## src/pkg/htc_defines.vh

```
`ifndef HTC_DEFINES_VH
`define HTC_DEFINES_VH
// Register word indices
`define HTC_OFF_CTRL 4'h0
`define HTC_OFF_TOP 4'h1
`define HTC_OFF_CMP 4'h2
`define HTC_OFF_PRE 4'h3
`define HTC_OFF_IRQ_STAT 4'h4
`define HTC_OFF_IRQ_EN 4'h5
`define HTC_OFF_CNT 4'h6
`define HTC_OFF_CAP 4'h7
`define HTC_OFF_SEL 4'h8
// Word index field of the byte address
`define HTC_IDX_HI 5
`define HTC_IDX_LO 2
// Control fields
`define HTC_CTRL_EN 0
`define HTC_CTRL_MODE_HI 2
`define HTC_CTRL_MODE_LO 1
`define HTC_CTRL_CAP_EN 3
`define HTC_CTRL_RST_PIN_EN 4
`define HTC_CTRL_DOWN 5
`define HTC_CTRL_INV 6
`define HTC_CTRL_RST 8'h10
// Modes
`define HTC_MODE_WDT 2'h0
`define HTC_MODE_CTC 2'h1
`define HTC_MODE_FPWM 2'h2
`define HTC_MODE_PFC 2'h3
// Interrupt bits
`define HTC_IRQ_OVF 0
`define HTC_IRQ_CMP 1
`define HTC_IRQ_CAP 2
`define HTC_IRQ_W 3
// Widths and reset values
`define HTC_CW 16
`define HTC_TOP_RST 16'hffff
`define HTC_CMP_RST 16'h8000
`define HTC_PRE_RST 16'h0000
`define HTC_CNT_ZERO 16'h0000
`define HTC_CNT_ONE 16'h0001
// AXI responses
`define HTC_RESP_OKAY 2'h0
`define HTC_RESP_SLVERR 2'h2
`endif

```

## src/hdl/htc_timer.v

```verilog
// Behaviour
// - 16-bit up/down counter, compare, PWM
// - Watchdog, clear-on-match, fast PWM, phase-correct modes
// - Selectable clock source through programmable prescaler
// - Overflow, compare and capture interrupt events
// - Static interrupt plus separate wake-up interrupt
// - Rising capture edge copies count when enabled, except in PWM or standalone mode
// - Irq is overflow flag standalone, else registers
// - Standalone mode preloads reset-pin enable
// - Glitch-free PWM even when period changes
// - Registers reached by ordinary bus cycles
// - Compare/PWM waveform driven on output pin
`timescale 1ns/1ns
`default_nettype none
`include "htc_defines.vh"
module htc_timer (
    input wire aclk,
    input wire aresetn,
    input wire standalone_mode,
    input wire [7:0] preload_ctrl,
    input wire [15:0] preload_top,
    input wire [15:0] preload_cmp,
    input wire counter_clock_in,
    input wire counter_reset_n,
    input wire capture_trigger_in,
    output reg counter_irq_out,
    output reg wakeup_irq_out,
    output reg compare_wave_out,
    input wire [31:0] s_axi_awaddr,
    input wire s_axi_awvalid,
    output wire s_axi_awready,
    input wire [31:0] s_axi_wdata,
    input wire [3:0] s_axi_wstrb,
    input wire s_axi_wvalid,
    output wire s_axi_wready,
    output reg [1:0] s_axi_bresp,
    output reg s_axi_bvalid,
    input wire s_axi_bready,
    input wire [31:0] s_axi_araddr,
    input wire s_axi_arvalid,
    output wire s_axi_arready,
    output reg [31:0] s_axi_rdata,
    output reg [1:0] s_axi_rresp,
    output reg s_axi_rvalid,
    input wire s_axi_rready
);
    reg [7:0] ctrl_q;
    reg [15:0] top_q;
    reg [15:0] cmp_q;
    reg [15:0] pre_q;
    reg [2:0] irq_stat_q;
    reg [2:0] irq_en_q;
    reg clk_sel_q;
    reg [15:0] current_count_value;
    reg [15:0] capture_value_reg;
    reg [15:0] top_act_q;
    reg [15:0] cmp_act_q;
    reg [15:0] pre_cnt_q;
    reg dir_down_q;
    reg ext_clk_prev_q;
    reg cap_prev_q;
    reg ovf_flag_q;
    reg [31:0] aw_addr_q;
    reg aw_have_q;
    reg [31:0] w_data_q;
    reg [3:0] w_strb_q;
    reg w_have_q;
    wire ext_clk_s;
    wire cap_s;
    wire rst_req_s;

    // Map a byte address to a word index, or flag it unmapped
    function [4:0] htc_decode;
        input [31:0] addr;
        begin
            if (addr[31:`HTC_IDX_HI + 1] != 26'h0 || addr[`HTC_IDX_HI:`HTC_IDX_LO] > `HTC_OFF_SEL)
                htc_decode = 5'h10;
            else
                htc_decode = {1'b0, addr[`HTC_IDX_HI:`HTC_IDX_LO]};
        end
    endfunction

    // Pin inputs from outside the clock domain
    htc_sync3 u_clk_sync (
        .aclk(aclk),
        .aresetn(aresetn),
        .din(counter_clock_in),
        .dout(ext_clk_s)
    );
    htc_sync3 u_cap_sync (
        .aclk(aclk),
        .aresetn(aresetn),
        .din(capture_trigger_in),
        .dout(cap_s)
    );
    // Reset pin is asynchronous too; carried as a request so its idle level is low
    htc_sync3 u_rst_sync (
        .aclk(aclk),
        .aresetn(aresetn),
        .din(~counter_reset_n),
        .dout(rst_req_s)
    );

    // Edge and tick generation
    wire ext_rise = ext_clk_s & ~ext_clk_prev_q;
    wire src_tick = clk_sel_q ? ext_rise : 1'b1;
    wire pre_done = (pre_cnt_q == pre_q);
    wire tick = ctrl_q[`HTC_CTRL_EN] & src_tick & pre_done;
    wire [1:0] mode = ctrl_q[`HTC_CTRL_MODE_HI:`HTC_CTRL_MODE_LO];
    wire pwm_mode = mode[1];
    wire [15:0] wrap_top = (mode == `HTC_MODE_CTC) ? cmp_act_q : top_act_q;
    wire pin_reset = ctrl_q[`HTC_CTRL_RST_PIN_EN] & rst_req_s;
    wire cap_edge = cap_s & ~cap_prev_q;
    wire cap_ev = cap_edge & ctrl_q[`HTC_CTRL_CAP_EN] & ~pwm_mode & ~standalone_mode;
    wire down_cnt = ctrl_q[`HTC_CTRL_DOWN];
    wire at_top = down_cnt ? (current_count_value == `HTC_CNT_ZERO) :
        (current_count_value == wrap_top);
    wire ovf_ev = tick & (pwm_mode & mode[0] ? (dir_down_q &
        (current_count_value == `HTC_CNT_ONE)) : at_top);
    wire cmp_ev = tick & (current_count_value == cmp_act_q);

    // Counter, prescaler, double-buffered period and compare
    always @(posedge aclk) begin
        if (!aresetn || pin_reset) begin
            pre_cnt_q <= `HTC_PRE_RST;
            current_count_value <= `HTC_CNT_ZERO;
            dir_down_q <= 1'b0;
            ext_clk_prev_q <= 1'b0;
            top_act_q <= `HTC_TOP_RST;
            cmp_act_q <= `HTC_CMP_RST;
        end else begin
            ext_clk_prev_q <= ext_clk_s;
            if (src_tick) begin
                pre_cnt_q <= pre_done ? `HTC_PRE_RST : pre_cnt_q + `HTC_CNT_ONE;
            end
            if (tick) begin
                if (pwm_mode && mode[0]) begin
                    // Phase correct: count up to top then back to zero
                    if (!dir_down_q && current_count_value >= top_act_q) begin
                        dir_down_q <= 1'b1;
                        current_count_value <= current_count_value - `HTC_CNT_ONE;
                    end else if (dir_down_q && current_count_value == `HTC_CNT_ONE) begin
                        dir_down_q <= 1'b0;
                        current_count_value <= `HTC_CNT_ZERO;
                        top_act_q <= top_q;
                        cmp_act_q <= cmp_q;
                    end else if (dir_down_q) begin
                        current_count_value <= current_count_value - `HTC_CNT_ONE;
                    end else begin
                        current_count_value <= current_count_value + `HTC_CNT_ONE;
                    end
                end else if (at_top) begin
                    // Reload at the end of the period, never mid-period
                    current_count_value <= down_cnt ? wrap_top : `HTC_CNT_ZERO;
                    top_act_q <= top_q;
                    cmp_act_q <= cmp_q;
                end else begin
                    current_count_value <= down_cnt ? current_count_value - `HTC_CNT_ONE :
                        current_count_value + `HTC_CNT_ONE;
                end
            end
        end
    end

    // Waveform output, registered so it cannot glitch
    always @(posedge aclk) begin
        if (!aresetn || pin_reset) begin
            compare_wave_out <= 1'b0;
        end else begin
            case (mode)
                `HTC_MODE_FPWM: compare_wave_out <= ctrl_q[`HTC_CTRL_INV] ^
                    (current_count_value < cmp_act_q);
                `HTC_MODE_PFC: compare_wave_out <= ctrl_q[`HTC_CTRL_INV] ^
                    (current_count_value < cmp_act_q);
                `HTC_MODE_CTC: if (cmp_ev) begin
                    compare_wave_out <= ~compare_wave_out;
                end
                default: compare_wave_out <= compare_wave_out;
            endcase
        end
    end

    // Capture and overflow flag
    always @(posedge aclk) begin
        if (!aresetn) begin
            cap_prev_q <= 1'b0;
            capture_value_reg <= `HTC_CNT_ZERO;
            ovf_flag_q <= 1'b0;
        end else begin
            cap_prev_q <= cap_s;
            if (cap_ev) begin
                capture_value_reg <= current_count_value;
            end
            if (ovf_ev) begin
                ovf_flag_q <= 1'b1;
            end else if (tick) begin
                ovf_flag_q <= 1'b0;
            end
        end
    end

    // Interrupt outputs; watchdog expiry also wakes the standby controller
    always @(posedge aclk) begin
        if (!aresetn) begin
            counter_irq_out <= 1'b0;
            wakeup_irq_out <= 1'b0;
        end else begin
            counter_irq_out <= standalone_mode ? ovf_flag_q :
                |(irq_stat_q & irq_en_q);
            wakeup_irq_out <= |(irq_stat_q & irq_en_q) |
                (ovf_flag_q & (mode == `HTC_MODE_WDT));
        end
    end

    // AXI4-Lite write side: address and data in either order
    wire w_go = aw_have_q & w_have_q & ~s_axi_bvalid;
    assign s_axi_awready = ~aw_have_q & ~s_axi_bvalid;
    assign s_axi_wready = ~w_have_q & ~s_axi_bvalid;
    wire [4:0] w_idx = htc_decode(aw_addr_q);
    wire wr_stat = w_go & (w_idx == {1'b0, `HTC_OFF_IRQ_STAT}) & w_strb_q[0];

    // Register file; stand-alone preload replaces bus writes
    always @(posedge aclk) begin
        if (!aresetn) begin
            aw_have_q <= 1'b0;
            w_have_q <= 1'b0;
            aw_addr_q <= 32'h0;
            w_data_q <= 32'h0;
            w_strb_q <= 4'h0;
            s_axi_bvalid <= 1'b0;
            s_axi_bresp <= `HTC_RESP_OKAY;
            ctrl_q <= `HTC_CTRL_RST;
            top_q <= `HTC_TOP_RST;
            cmp_q <= `HTC_CMP_RST;
            pre_q <= `HTC_PRE_RST;
            irq_en_q <= 3'h0;
            clk_sel_q <= 1'b0;
        end else begin
            if (s_axi_awvalid && s_axi_awready) begin
                aw_addr_q <= s_axi_awaddr;
                aw_have_q <= 1'b1;
            end
            if (s_axi_wvalid && s_axi_wready) begin
                w_data_q <= s_axi_wdata;
                w_strb_q <= s_axi_wstrb;
                w_have_q <= 1'b1;
            end
            if (s_axi_bvalid && s_axi_bready) begin
                s_axi_bvalid <= 1'b0;
            end
            if (standalone_mode) begin
                ctrl_q <= preload_ctrl | `HTC_CTRL_RST;
                top_q <= preload_top;
                cmp_q <= preload_cmp;
            end
            if (w_go) begin
                aw_have_q <= 1'b0;
                w_have_q <= 1'b0;
                s_axi_bvalid <= 1'b1;
                s_axi_bresp <= w_idx[4] ? `HTC_RESP_SLVERR : `HTC_RESP_OKAY;
                if (!standalone_mode) begin
                    // Unmapped places fold to an unused index, so nothing is written
                    case (w_idx[3:0] | {4{w_idx[4]}})
                        `HTC_OFF_CTRL: if (w_strb_q[0]) ctrl_q <= w_data_q[7:0];
                        `HTC_OFF_TOP: top_q <= {w_strb_q[1] ? w_data_q[15:8] : top_q[15:8],
                            w_strb_q[0] ? w_data_q[7:0] : top_q[7:0]};
                        `HTC_OFF_CMP: cmp_q <= {w_strb_q[1] ? w_data_q[15:8] : cmp_q[15:8],
                            w_strb_q[0] ? w_data_q[7:0] : cmp_q[7:0]};
                        `HTC_OFF_PRE: pre_q <= {w_strb_q[1] ? w_data_q[15:8] : pre_q[15:8],
                            w_strb_q[0] ? w_data_q[7:0] : pre_q[7:0]};
                        `HTC_OFF_IRQ_EN: if (w_strb_q[0]) irq_en_q <= w_data_q[2:0];
                        `HTC_OFF_SEL: if (w_strb_q[0]) clk_sel_q <= w_data_q[0];
                        default: ;
                    endcase
                end
            end
        end
    end

    // Sticky status, write one to clear; a new event wins over the clear
    wire [2:0] ev_vec = {cap_ev, cmp_ev, ovf_ev};
    genvar gi;
    generate
        for (gi = 0; gi < `HTC_IRQ_W; gi = gi + 1) begin : g_irq
            always @(posedge aclk) begin
                if (!aresetn) begin
                    irq_stat_q[gi] <= 1'b0;
                end else if (ev_vec[gi]) begin
                    irq_stat_q[gi] <= 1'b1;
                end else if (wr_stat && w_data_q[gi]) begin
                    irq_stat_q[gi] <= 1'b0;
                end
            end
        end
    endgenerate

    // AXI4-Lite read side, one cycle from address to data
    assign s_axi_arready = ~s_axi_rvalid;
    wire [4:0] r_idx = htc_decode(s_axi_araddr);
    always @(posedge aclk) begin
        if (!aresetn) begin
            s_axi_rvalid <= 1'b0;
            s_axi_rdata <= 32'h0;
            s_axi_rresp <= `HTC_RESP_OKAY;
        end else if (s_axi_arvalid && s_axi_arready) begin
            s_axi_rvalid <= 1'b1;
            s_axi_rresp <= r_idx[4] ? `HTC_RESP_SLVERR : `HTC_RESP_OKAY;
            // Unmapped places fold to an unused index and read as zero
            case (r_idx[3:0] | {4{r_idx[4]}})
                `HTC_OFF_CTRL: s_axi_rdata <= {24'h0, ctrl_q};
                `HTC_OFF_TOP: s_axi_rdata <= {16'h0, top_q};
                `HTC_OFF_CMP: s_axi_rdata <= {16'h0, cmp_q};
                `HTC_OFF_PRE: s_axi_rdata <= {16'h0, pre_q};
                `HTC_OFF_IRQ_STAT: s_axi_rdata <= {29'h0, irq_stat_q};
                `HTC_OFF_IRQ_EN: s_axi_rdata <= {29'h0, irq_en_q};
                `HTC_OFF_CNT: s_axi_rdata <= {16'h0, current_count_value};
                `HTC_OFF_CAP: s_axi_rdata <= {16'h0, capture_value_reg};
                `HTC_OFF_SEL: s_axi_rdata <= {31'h0, clk_sel_q};
                default: s_axi_rdata <= 32'h0;
            endcase
        end else if (s_axi_rready) begin
            s_axi_rvalid <= 1'b0;
        end
    end
endmodule // htc_timer
`default_nettype wire

```

## src/hdl/htc_sync3.v

```verilog
`timescale 1ns/1ns
`default_nettype none
// Three-stage synchroniser with agreement filter on the last two stages
module htc_sync3 (
    input wire aclk,
    input wire aresetn,
    input wire din,
    output reg dout
);
    reg s1_q;
    reg s2_q;
    reg s3_q;

    // Only s2 reads s1; a change counts when s2 and s3 agree
    always @(posedge aclk) begin
        if (!aresetn) begin
            s1_q <= 1'b0;
            s2_q <= 1'b0;
            s3_q <= 1'b0;
            dout <= 1'b0;
        end else begin
            s1_q <= din;
            s2_q <= s1_q;
            s3_q <= s2_q;
            if (s2_q == s3_q) begin
                dout <= s3_q;
            end
        end
    end
endmodule // htc_sync3
`default_nettype wire

```

## config.mk

```make
export PLATFORM = sky130hd
export DESIGN_NAME = htc_timer
export DESIGN_NICKNAME = d
export VERILOG_FILES = /design/src/hdl/htc_timer.v /design/src/hdl/htc_sync3.v
export VERILOG_INCLUDE_DIRS = /design/src /design/src/pkg
export SDC_FILE = /design/constraint.sdc
export NUM_CORES = 1
export LEC_CHECK = 0
export BUFFER_PORTS_ARGS = -buffer_cell sky130_fd_sc_hd__buf_4
export CORE_UTILIZATION = 60
export CTS_CLUSTER_DIAMETER = 60
export DETAILED_ROUTE_END_ITERATION = 7
export PLACE_DENSITY = 0.83
export RECOVER_POWER = 25
export SYNTH_ARGS = -nofsm -noshare
export SYNTH_HDL_FRONTEND = slang
export SYNTH_SLANG_ARGS = --single-unit
```

## constraint.sdc

```tcl
create_clock -name aclk -period 5.25 [get_ports aclk]
set_clock_uncertainty 0.05 [all_clocks]
set_input_delay 0.525 -clock aclk [delete_from_list [all_inputs] [get_ports aclk]]
set_output_delay 0.525 -clock aclk [all_outputs]
set_load 0.05 [all_outputs]
```

==> results.tsv, run 1 <==
metric	value	unit
power.density	295.3	mW/mm²
synth_edf_count	0	
type_of_element_capturing_the_critical_path	flop	
non_filler_cells_in_the_finished_layout	1896	
ys.warnings.count	0	
global_route.overflow_total	0	
port_buffers	153	
grt_setup_unrepaired	false	
worst-endpoint-arrival	4.46	ns
drt_first_iter_violations	1168	
timing.final.setup_violations	0	
clock_transition_at_the_register_clock_pins_on_the_worst_setup_and_hold_paths_after_cts	0.06	ns
power_frac_comb	0.133	
clk_latency_worst_skew_pair	0.54	ns
drt_pass1_iterations	6	
globalRouteTotalUtil	0.3460	
cell_internal_pwr	3043	µW
tightest_slew	2.374	ns
max_slew_margin	-0.5830	
detail_route.vias_per_cell	6.197	
cts_tree	yes	
routed_antenna_nets	0	
crit_path_max_incr_delay	1.66	ns
clock_buffer_depth	3	
ir_worst_vdd	0.2351	mV
first_global_vias	11460	
ys.flop_type	dfxtp_1	
final_worst_hold_slack	0.08707	ns
final_period_minus_worst_setup_slack	4.033	ns
cpLargestDelayFamily	buffers and inverters	
path_class	primary input to flop	
cts_setup_buffers	0	
netlist_instances	1526	
path_buf_inv	2	
detail_route.wirelength	37250	µm
detailedPlacementHpwl	26500	µm
static-leakage-power	0.006061	µW
async_flop_share	0	
area.growth.synth_to_final	13.90	%
drive_above_1_share	0.1335	
htreeDepth	1	
num-nets-final	1796	
i_o_pin_count	195	
cts_made_buffers	26	
critical_path.cell_chain	clkbuf_1 > clkbuf_2 > and2_1 > a22o_1	
clock_power_frac	0.413	
cts.sinks	232	
worst_hold_path_type	primary input to flop	
postSynthAreaPerCell	8.249	µm²
violations	capacitance limit, slew limit	
grt_start_max_net_pins	86	
dr_wl_cell	19.65	µm
detailroute.via_count	11750	
final.period_utilization	0.7682	
outcome	finished with violations	
pwr-share-seq	0.454	
crit_path_start_kind	primary input	
antenna_found_initial	0	
fin_total_pwr	4233	µW
crit_required	5.68	ns
rows	52	
clock.fmax	247.9	MHz
postCtsResizedCells	0	
tns	0	ns
layout.cell_area.non_filler	0.01434	mm²
floorplan.initialDensity	0.6162	
cp_slowest_cell	clkbuf_1	
largest_reg_flops	30	
placed_cells_incl_taps	1850	
cts-root-buf	clkbuf_16	
n_antenna_cell	0	
die_height	146.8	µm
register_containing_the_most_flip_flops_in_the_final_layout	aw_addr_q	
synthesis.area	0.01259	mm²
yosys_register_bits	232	
synth_cell_types	75	
ys_seq_area_frac	0.3689	
timing.max_cap.violations	2	
net_switching	1190	µW
finalMaxSlewViolations	100	
dpl_cell_area	0.01363	mm²
place.gp.congestion	0.9701	
fp.dieW	146.8	µm
wire_length_of_the_first_global_routing_pass	59750	µm
dieArea	0.02156	mm²
worstPathMaxFanout	85	
floorplan.core_area	0.02043	mm²
switching_share	0.2812	
holdBufCountCts	0	
finalHoldViolCount	0	
remaining_drc_errors	0	
-- cells in the final DEF (no fill, tap or decap), drive strengths merged, types with 18 or more instances in the layout --
cell type	instances
nor4	20
nand3	34
and2	43
nor3	21
xnor2	21
clkbuf	61
inv	43
o21ai	61
a21oi	67
nand2	303
nor2b	30
mux2	18
nor2	67
o211ai	18
buf	137
mux2i	71
a21boi	72
conb	18
a22oi	28
dfxtp	232
xor2	35
ha	37
-- final timing paths --
kind	from	end	slack, ns	depth (start not counted)
max	aresetn	s_axi_rdata[5]$_SDFFE_PN0P_	1.22	4
min	counter_reset_n	u_rst_sync.s1_q$_SDFF_PN0_	0.09	2
max reg2reg	ctrl_q[2]$_SDFF_PN0_	cmp_act_q[13]$_SDFFE_PP0P_	1.38	10
min reg2reg	u_cap_sync.s1_q$_SDFF_PN0_	u_cap_sync.s2_q$_SDFF_PN0_	0.39	1
-- synth_stat cells (all sizes together), types with 6 or more instances --
cell    number  area share
a211oi       9      0.0054
a21boi      72       0.044
a21o         7      0.0042
a21oi       67       0.027
a221oi       7      0.0049
a222oi      14       0.011
a22o        16       0.011
a22oi       28       0.017
and2        43       0.021
and3        16      0.0080
buf         39       0.022
clkbuf      88       0.026
dfxtp      232        0.37
ha          37       0.037
inv         41       0.012
mux2        18       0.016
mux2i       71       0.057
nand2      303       0.090
nand2b       7      0.0037
nand3       34       0.014
nand3b      10      0.0060
nand4       12      0.0060
nor2        67       0.020
nor2b       30       0.016
nor3        21      0.0087
nor4        20       0.011
o211ai      18       0.011
o21ai       61       0.024
o22ai        6      0.0030
or4          8      0.0048
xnor2       21       0.015
xor2        35       0.024
-- power by group through the flow --
stage | combinational, µW | sequential [µW] | clock (µW)
after floorplan | 411 | 1910 | 0
after global placement | 540 | 1950 | 0
after global routing | 618 | 1930 | 1830
final | 563 | 1920 | 1750
after detailed placement | 555 | 1950 | 0
after CTS | 558 | 1920 | 1760
-- logic make-up after synthesis --
kind of cell    Yosys count  share of synthesized area
compound gates          351                     0.1967
flops                   232                     0.3689
simple gates            591                     0.2222
other cells               1                  0.0002979
xor+xnor                 56                    0.03896
mux                      90                    0.07534
buf+inv                 168                    0.06073
fa+ha+maj                37                    0.03678
-- metrics by stage --
step / worst slack, ns / utilization
finish: 1.217 / 0.7018
global route: 0.8022 / 0.7018
CTS: 1.502 / 0.7067
detailed placement: 1.433 / 0.6670
global placement: 1.604 / 0.6670
floorplan: 2.455 / -
-- final cells by class --
type	count	area (µm²)
well taps	270	337.8
repair buffers	164	1131
clock buffers	34	690.7
fillers	1639	6092
inverters	41	153.9
multi-input cells	1143	7258
flip-flops and latches	232	4644
clock inverters	12	121.4
-- per-layer routing --
metal / vias up / global-route usage / share of wire
li1: 5500 / - / -
met1: 5494 / 0.4403 / 0.40
met2: 628 / 0.5758 / 0.47
met3: 127 / 0.05683 / 0.094
met4: 0 / 0.1552 / 0.042
met5: - / 0 / 0
-- worst register-to-register path, cell delays in order, from the launching register on --
cell       delay (ns)
dfxtp_1          0.71
nand2b_2         0.54
mux2i_4          0.37
xnor2_1          0.13
a2111oi_4        0.43
a41oi_4          0.27
a21boi_4         0.34
and3_1           0.21
buf_4            0.42
nand2_1          0.15
a21oi_1          0.16
No activity file was read; power rests on OpenSTA's default activity.
==> run 2, diff against run 1 <==
--- a/config.mk
+++ b/config.mk
@@ -6,11 +6,12 @@
 export SDC_FILE = /design/constraint.sdc
 export NUM_CORES = 1
 export LEC_CHECK = 0
+export ABC_AREA = 1
 export BUFFER_PORTS_ARGS = -buffer_cell sky130_fd_sc_hd__buf_4
-export CORE_UTILIZATION = 60
+export CORE_UTILIZATION = 53
 export CTS_CLUSTER_DIAMETER = 60
 export DETAILED_ROUTE_END_ITERATION = 7
-export PLACE_DENSITY = 0.83
+export PLACE_DENSITY = 0.77
 export RECOVER_POWER = 25
 export SYNTH_ARGS = -nofsm -noshare
 export SYNTH_HDL_FRONTEND = slang
==> constraint.sdc (replaced) <==
create_clock -name aclk -period 3.5 [get_ports aclk]
set_clock_uncertainty 0.05 [all_clocks]
set_input_delay 0.35 -clock aclk [delete_from_list [all_inputs] [get_ports aclk]]
set_output_delay 0.35 -clock aclk [all_outputs]
set_load 0.05 [all_outputs]
==> run 2 against run 1 <==
The run still ends with capacitance limit, slew limit left. Via count increased by 24%. Cell area grew 11%. Clock-buffer cell count is 4 higher. Sequential share of layout area decreased by 3.2 points. Flip-flop and latch count is the same. Wire length rose by 24%. Global-route usage grew 0.99 points. Highest routed layer unchanged.
==> results.tsv, run 2 <==
metric	value	unit	change
dieArea	0.02573	mm²	+19%
top_cells_by_instance_count_after_synthesis	547 x nand2_1, 277 x nor2_1, 232 x dfxtp_1		
largest_reg_flops	30		unchanged
grt_setup_unrepaired	false		
synth_edf_count	0		unchanged
yosys_register_bits	232		unchanged
cts_tree	yes		
die_height	160.4	µm	+9.2%
path_class	primary input to flop		
globalRouteMet1Util	0.4515		+0.01128
power_frac_comb	0.156		+0.023
net_switching	2075	µW	+74%
drt_first_iter_violations	1506		+29%
globalRouteTotalUtil	0.3560		+0.009926
port_buffers	153		unchanged
i_o_pin_count	195		unchanged
tightest_slew	2.421	ns	+0.04697 ns
register_containing_the_most_flip_flops_in_the_final_layout	aw_addr_q		
gr-usage-met2	0.5799		+0.004060
detail_route.vias_per_cell	5.598		-9.7%
clk_latency_worst_skew_pair	0.59	ns	+0.05 ns
clock_buffer_depth	3		unchanged
detail_route.wirelength	46220	µm	+24%
worstPathMaxFanout	47		-45%
cell_internal_pwr	4943	µW	+62%
detailroute.via_count	14530		+24%
netlist_instances	2086		+37%
most_frequent_standard_cell_in_the_layout_excluding_fill_and_tap_cells	nand2_1		
synth.area.top_cells	dfxtp_1 35%, nand2_1 15%, nor2_1 7.8%		
timing.final.setup_violations	0		unchanged
critical_path.endpoint	capture_value_reg[5]$_SDFFE_PN0P_		
htreeDepth	1		unchanged
detailedPlacementHpwl	33850	µm	+28%
synth_top_cell_by_area	dfxtp_1		
grt-busiest-layer	met2		
num-nets-final	2438		+36%
remaining_drc_errors	0		unchanged
cts-root-buf	clkbuf_16		
finalHoldViolCount	0		unchanged
layout.cell_area.non_filler	0.01589	mm²	+11%
fp.dieW	160.4	µm	+9.2%
place.gp.congestion	1.025		+5.7%
dpl_cell_area	0.01465	mm²	+7.5%
antenna_found_initial	0		unchanged
area.growth.synth_to_final	19.48	%	
regToRegEndpoint	cmp_act_q[13]$_SDFFE_PP0P_		
power.density	441.7	mW/mm²	+50%
dr_wl_cell	17.81	µm	-9.3%
worst-endpoint-arrival	3.34	ns	-1.12 ns
floorplan.initialDensity	0.5436		-0.07258
final_period_minus_worst_setup_slack	2.988	ns	
synthesis.area	0.01330	mm²	+5.6%
ys_seq_area_frac	0.3493		-0.01968
floorplan.core_area	0.02446	mm²	+20%
clock_transition_at_the_register_clock_pins_on_the_worst_setup_and_hold_paths_after_cts	0.06	ns	about the same
first_global_vias	13580		+18%
ir_worst_vdd	0.4030	mV	+71%
routed_antenna_nets	0		unchanged
type_of_element_capturing_the_critical_path	flop		
cts.sinks	232		unchanged
global_route.overflow_total	0		unchanged
critPathLaunch	standalone_mode		
max_slew_margin	-0.6143		-0.03131
final.period_utilization	0.8538		
cts_made_buffers	30		+15%
ys.flop_type	dfxtp_1		
r2r_slack	0.59	ns	-0.79 ns
clock.fmax	334.6	MHz	
rows	57		+9.6%
finalMaxSlewViolations	115		+15%
outcome	finished with violations		
grt_use_met3	0.04855		-0.008279
wire_length_of_the_first_global_routing_pass	72550	µm	+21%
rr_startpoint	ctrl_q[2]$_SDFF_PN0_		
ys.warnings.count	0		unchanged
filler_cell_count	2271		+39%
pwr-share-seq	0.413		-0.041
async_flop_share	0		unchanged
grt_start_max_net_pins	70		-19%
postSynthAreaPerCell	6.375	µm²	-23%
synth_top_cell_area_share	0.3493		-0.01968
yosysMostFrequentCell	nand2_1		
clock_power_frac	0.430		+0.017
worst_hold_path_type	primary input to flop		
static-leakage-power	0.007586	µW	+25%
synth_cell_types	43		-43%
drive_above_1_share	0.1066		-0.02690
drt_pass1_iterations	6		unchanged
crit_required	3.85	ns	-1.83 ns
tns	0	ns	unchanged
violations	capacitance limit, slew limit		
switching_share	0.2957		+0.01445
worst_r2r_path_depth	18		+8
most-common-layout-cells	547 x nand2_1, 277 x nor2_1, 232 x dfxtp_1, 203 x nand3_1, 185 x inv_1		
whs_path_depth	3		+1
final_worst_hold_slack	0.0007733	ns	-0.08629 ns
n_antenna_cell	0		unchanged
crit_path_start_kind	primary input		
timing.max_cap.violations	2		unchanged
==> run 2: routing by layer <==
layer  vias to the layer above  share of wire
li1                       7082              -
met1                      6659           0.40
met2                       652           0.46
met3                       134          0.080
met4                         0          0.058
met5                         -              0
==> run 2: cell families (layout without fill, tap and decap cells) <==
family | count (synthesis) | count (layout) | share of synthesized area
adders and majority gates | 37 | 37 | 0.03481
other | 1 | 18 | 0.0002820
and+or+nand+nor | 1141 | 1141 | 0.3633
DFF | 232 | 232 | 0.3493
AOI/OAI and AO/OA | 335 | 335 | 0.1338
xor gates and xnor gates | 39 | 39 | 0.02569
buffers and inverters | 301 | 469 | 0.09287
==> run 2: critical path: stages <==
cell and delay (ns):
clkbuf_1 1.41, inv_1 0.18, buf_4 0.38, nand2_1 0.14, nor4_1 0.05, clkbuf_2 0.41
o21ai_0 0.30, a21oi_1 0.07
==> run 2: cell type report <==
class / instances / area (µm²) / share of cell area
tap: 324 / 405.4 / 0.02552
inverter: 194 / 728.2 / 0.04583
clock inverter: 15 / 166.4 / 0.01047
sequential: 232 / 4644 / 0.2923
multi-input combinational: 1570 / 7481 / 0.4709
timing repair buffer: 222 / 1652 / 0.1040
clock buffer: 38 / 810.8 / 0.05103
==> run 2: metrics by stage <==
step | utilization | std cells | power [µW] | setup WS (ns)
finish | 0.6495 | 2595 | 7018 | 0.5117
global route | 0.6495 | 2595 | 7261 | 0.2080
CTS | 0.6544 | 2595 | 7011 | 0.6899
detailed placement | 0.5989 | 2504 | 3990 | 0.7479
global placement | 0.5989 | 2504 | 3966 | 0.7974
floorplan | - | 2103 | 3617 | 1.198
==> run 2: timing repair <==
action / in CTS / in global routing
hold endpoints to repair: 38 / 0
setup buffers: 0 / 0
hold buffers: 38 / 0
gates resized for setup: 0 / 0
==> run 2: worst min-delay path by stage <==
stage | slack (ns) | end | start
2_1_floorplan | 0.34 | u_cap_sync.s2_q$_SDFF_PN0_ | u_cap_sync.s1_q$_SDFF_PN0_
3_3_place_gp | 0.35 | u_rst_sync.s2_q$_SDFF_PN0_ | u_rst_sync.s1_q$_SDFF_PN0_
3_5_place_dp | 0.35 | u_rst_sync.s2_q$_SDFF_PN0_ | u_rst_sync.s1_q$_SDFF_PN0_
4_1_cts | 0.002 | w_strb_q[1]$_SDFFE_PN0P_ | s_axi_wstrb[1]
5_1_grt | 0.02 | w_strb_q[1]$_SDFFE_PN0P_ | s_axi_wstrb[1]
6_report | 0.0008 | w_strb_q[1]$_SDFFE_PN0P_ | s_axi_wstrb[1]
==> run 2: power groups by stage <==
| stage | sequential [µW] | combinational, µW | clock (µW) |
|---|---|---|---|
| after floorplan | 2900 | 720 | 0 |
| after global placement | 2950 | 1020 | 0 |
| after detailed placement | 2950 | 1040 | 0 |
| final | 2900 | 1100 | 3020 |
| after global routing | 2910 | 1210 | 3140 |
| after CTS | 2890 | 1080 | 3040 |
==> run 3, diff against run 2 <==
--- a/config.mk
+++ b/config.mk
@@ -15,4 +15,5 @@
 export RECOVER_POWER = 25
 export SYNTH_ARGS = -nofsm -noshare
 export SYNTH_HDL_FRONTEND = slang
+export SYNTH_HIERARCHICAL = 1
 export SYNTH_SLANG_ARGS = --single-unit
==> run 3 against run 2 <==
The run still ends with capacitance limit, slew limit left. Global-route usage decreased by 1.1 points. Synthesized cell count fell by 1.6%. Non-clock buffer count decreased by 27.
==> results.tsv, run 3 <==
metric	value	unit	change
port_buffers	153		unchanged
first_global_vias	13290		-2.1%
tightest_slew	1.878	ns	-0.5437 ns
max_slew_margin	-0.2518		+0.3625
drt_first_iter_violations	1431		-5.0%
floorplan.core_area	0.02446	mm²	unchanged
fp.dieW	160.5	µm	about the same
detail_route.wirelength	45140	µm	-2.3%
cts_setup_buffers	0		unchanged
cts.sinks	232		unchanged
globalRouteTotalUtil	0.3449		-0.01106
num-nets-final	2368		-2.9%
finalHoldViolCount	0		unchanged
crit_required	3.92	ns	+0.07 ns
detailroute.via_count	14340		-1.3%
static-leakage-power	0.007316	µW	-3.6%
ys.warnings.count	6		+6
cts-root-buf	clkbuf_16		
largest_family_of_logic_cells_by_synthesized_area	simple AND/OR/NAND/NOR gates		
antenna_found_initial	0		unchanged
most_frequent_standard_cell_in_the_layout_excluding_fill_and_tap_cells	nand2_1		
clock_buffer_depth	3		unchanged
yosys_register_bits	232		unchanged
synth-simple-area-share	0.3609		-0.002417
most-common-layout-cells	459 x nand2_1, 286 x nor2_1, 238 x nand3_1, 232 x dfxtp_1, 184 x inv_1		
worst_hold_path_type	primary input to flop		
postSynthAreaPerCell	6.488	µm²	+1.8%
final_period_minus_worst_setup_slack	2.819	ns	-0.1688 ns
synth.area.top_cells	dfxtp_1 35%, nand2_1 13%, nand3_1 8.9%		
finalMaxSlewViolations	109		-5.2%
floorplan.initialDensity	0.5443		+0.0006649
dieArea	0.02576	mm²	+0.12%
dr_wl_cell	17.89	µm	+0.41%
clock_transition_at_the_register_clock_pins_on_the_worst_setup_and_hold_paths_after_cts	0.06	ns	about the same
r2r_slack	0.68	ns	+0.09 ns
synth_edf_count	0		unchanged
die_height	160.5	µm	about the same
clock.fmax	354.7	MHz	+6.0%
drive_above_1_share	0.1182		+0.01162
worstPathMaxFanout	23		-51%
outcome	finished with violations		
tns	0	ns	unchanged
synth_top_cell_area_share	0.3488		-0.0004267
largest_reg_flops	30		unchanged
timing.final.setup_violations	0		unchanged
synth_cell_types	48		+12%
grt_start_max_net_pins	109		+56%
synth_area_in_compound_gates	0.1291		-0.004674
fin_total_pwr	6998	µW	-0.28%
worst-endpoint-arrival	3.24	ns	-0.10 ns
routed_antenna_nets	0		unchanged
ys.flop_type	dfxtp_1		
cts_tree	yes		
synth.area.mux_share	0.006014		+0.006014
grt_setup_unrepaired	false		
detail_route.vias_per_cell	5.683		+1.5%
final.period_utilization	0.8056		-0.04824
i_o_pin_count	195		unchanged
detailedPlacementHpwl	33810	µm	-0.13%
synth_fa_ha_area_frac	0.03477		-0.00004253
ys_seq_area_frac	0.3488		-0.0004267
synth_top_cell_by_area	dfxtp_1		
drt_pass1_iterations	6		unchanged
yosys.area_share.xor_xnor	0.02500		-0.0006892
violations	capacitance limit, slew limit		
clk_latency_worst_skew_pair	0.54	ns	-0.05 ns
rows	57		unchanged
async_flop_share	0		unchanged
register_containing_the_most_flip_flops_in_the_final_layout	aw_addr_q		
yosysMostFrequentCell	nand2_1		
synthesis.area	0.01331	mm²	+0.12%
remaining_drc_errors	0		unchanged
top_cells_by_instance_count_after_synthesis	459 x nand2_1, 286 x nor2_1, 238 x nand3_1		
area.growth.synth_to_final	16.71	%	
crit_path_start_kind	flop		
power.density	450.4	mW/mm²	+2.0%
path_class	flop to flop		
ir_worst_vdd	0.3725	mV	-7.6%
place.gp.congestion	1.014		-1.1%
timing.max_cap.violations	1		-1
filler_cell_count	2311		+1.8%
n_antenna_cell	0		unchanged
postCtsResizedCells	0		unchanged
type_of_element_capturing_the_critical_path	flop		
cts_made_buffers	27		-10%
global_route.overflow_total	0		unchanged
netlist_instances	2052		-1.6%
htreeDepth	1		unchanged
wire_length_of_the_first_global_routing_pass	70410	µm	-2.9%
==> run 3: cell types whose count changed in the layout (fill, tap and decap cells not counted), moves of 10 or more <==
cell / before / now
o21ai_0: 160 / 134
nand3_1: 203 / 238
o211ai_1: 5 / 15
o22ai_1: 0 / 11
nand2_1: 547 / 459
nor3_1: 26 / 38
dlygate4sd3_1: 38 / 4
==> run 3: cell type report <==
cell class | count | area [µm²] | area share
multi-input combinational | 1534 | 7485 | 0.4817
sequential | 232 | 4644 | 0.2989
timing repair buffer | 195 | 1386 | 0.08922
clock buffer | 32 | 714.4 | 0.04598
inverter | 190 | 713.2 | 0.04590
tap | 324 | 405.4 | 0.02609
clock inverter | 17 | 190.2 | 0.01224
==> run 3: cell families (layout without fill, tap and decap cells) <==
logic type | Yosys count | after routing
buffers and inverters | 303 | 434
flip-flops | 232 | 232
multiplexers | 8 | 8
other | 1 | 18
AND/OR/NAND/NOR | 1115 | 1115
XOR/XNOR | 38 | 38
AO/OA/AOI/OAI | 318 | 318
adder cells (fa/ha/maj) | 37 | 37
==> run 3: layer usage <==
layer	GRT usage	part of all wire
met3	0.05010	0.090
met5	0	0
met1	0.4391	0.39
met4	0.1831	0.060
met2	0.5643	0.46
==> run 3: path summary, 6_finish.rpt <==
check	start	to	cells past startpoint
worst max-delay path	ctrl_q[1]$_SDFF_PN0_	cmp_act_q[14]$_SDFFE_PP0P_	17
worst max register to register	ctrl_q[1]$_SDFF_PN0_	cmp_act_q[14]$_SDFFE_PP0P_	17
worst min register to register	u_cap_sync/s1_q$_SDFF_PN0_	u_cap_sync/s2_q$_SDFF_PN0_	2
worst min-delay path	s_axi_awaddr[12]	aw_addr_q[12]$_SDFFE_PN0P_	3
==> run 3: through the flow <==
stage,hold slack [ns],setup slack (ns),instance area (µm²),util,cells
after floorplan,0.3400,1.220,13380,-,2069
after global placement,0.3428,0.7458,14690,0.6007,2471
after detailed placement,0.3508,0.7314,14690,0.6007,2471
after CTS,0.001209,0.7483,15640,0.6393,2524
after global routing,0.005588,0.3862,15540,0.6352,2524
final,0.006484,0.6805,15540,0.6352,2524
==> run 3: power by group <==
group	switching (µW)	total, µW	leakage [µW]	internal [µW]
registers	162	2930	0.00190	2770
clock network	1190	2890	0.000438	1700
logic	759	1180	0.00498	420
total	2110	7000	0.00732	4890
==> run 3: worst max-delay path, cell delays in order, from the launching register on <==
cell,delay [ns]
dfxtp_1,0.51
nand2_2,0.36
nand2_1,0.18
nand2_1,0.11
nand2_1,0.07
nand2_1,0.05
nor2_1,0.11
nand2_1,0.10
nor2_1,0.11
nand2_1,0.11
nand2_2,0.12
nand2_2,0.09
nand2_4,0.08
nand3_2,0.17
buf_4,0.28
nand2_1,0.09
nand2_1,0.05
nor2_1,0.11
==> run 3: timing repair <==
action | CTS | global route
setup endpoints to repair | 0 | 0
hold buffers | 4 | 0
endpoints found under the hold margin | 4 | 0
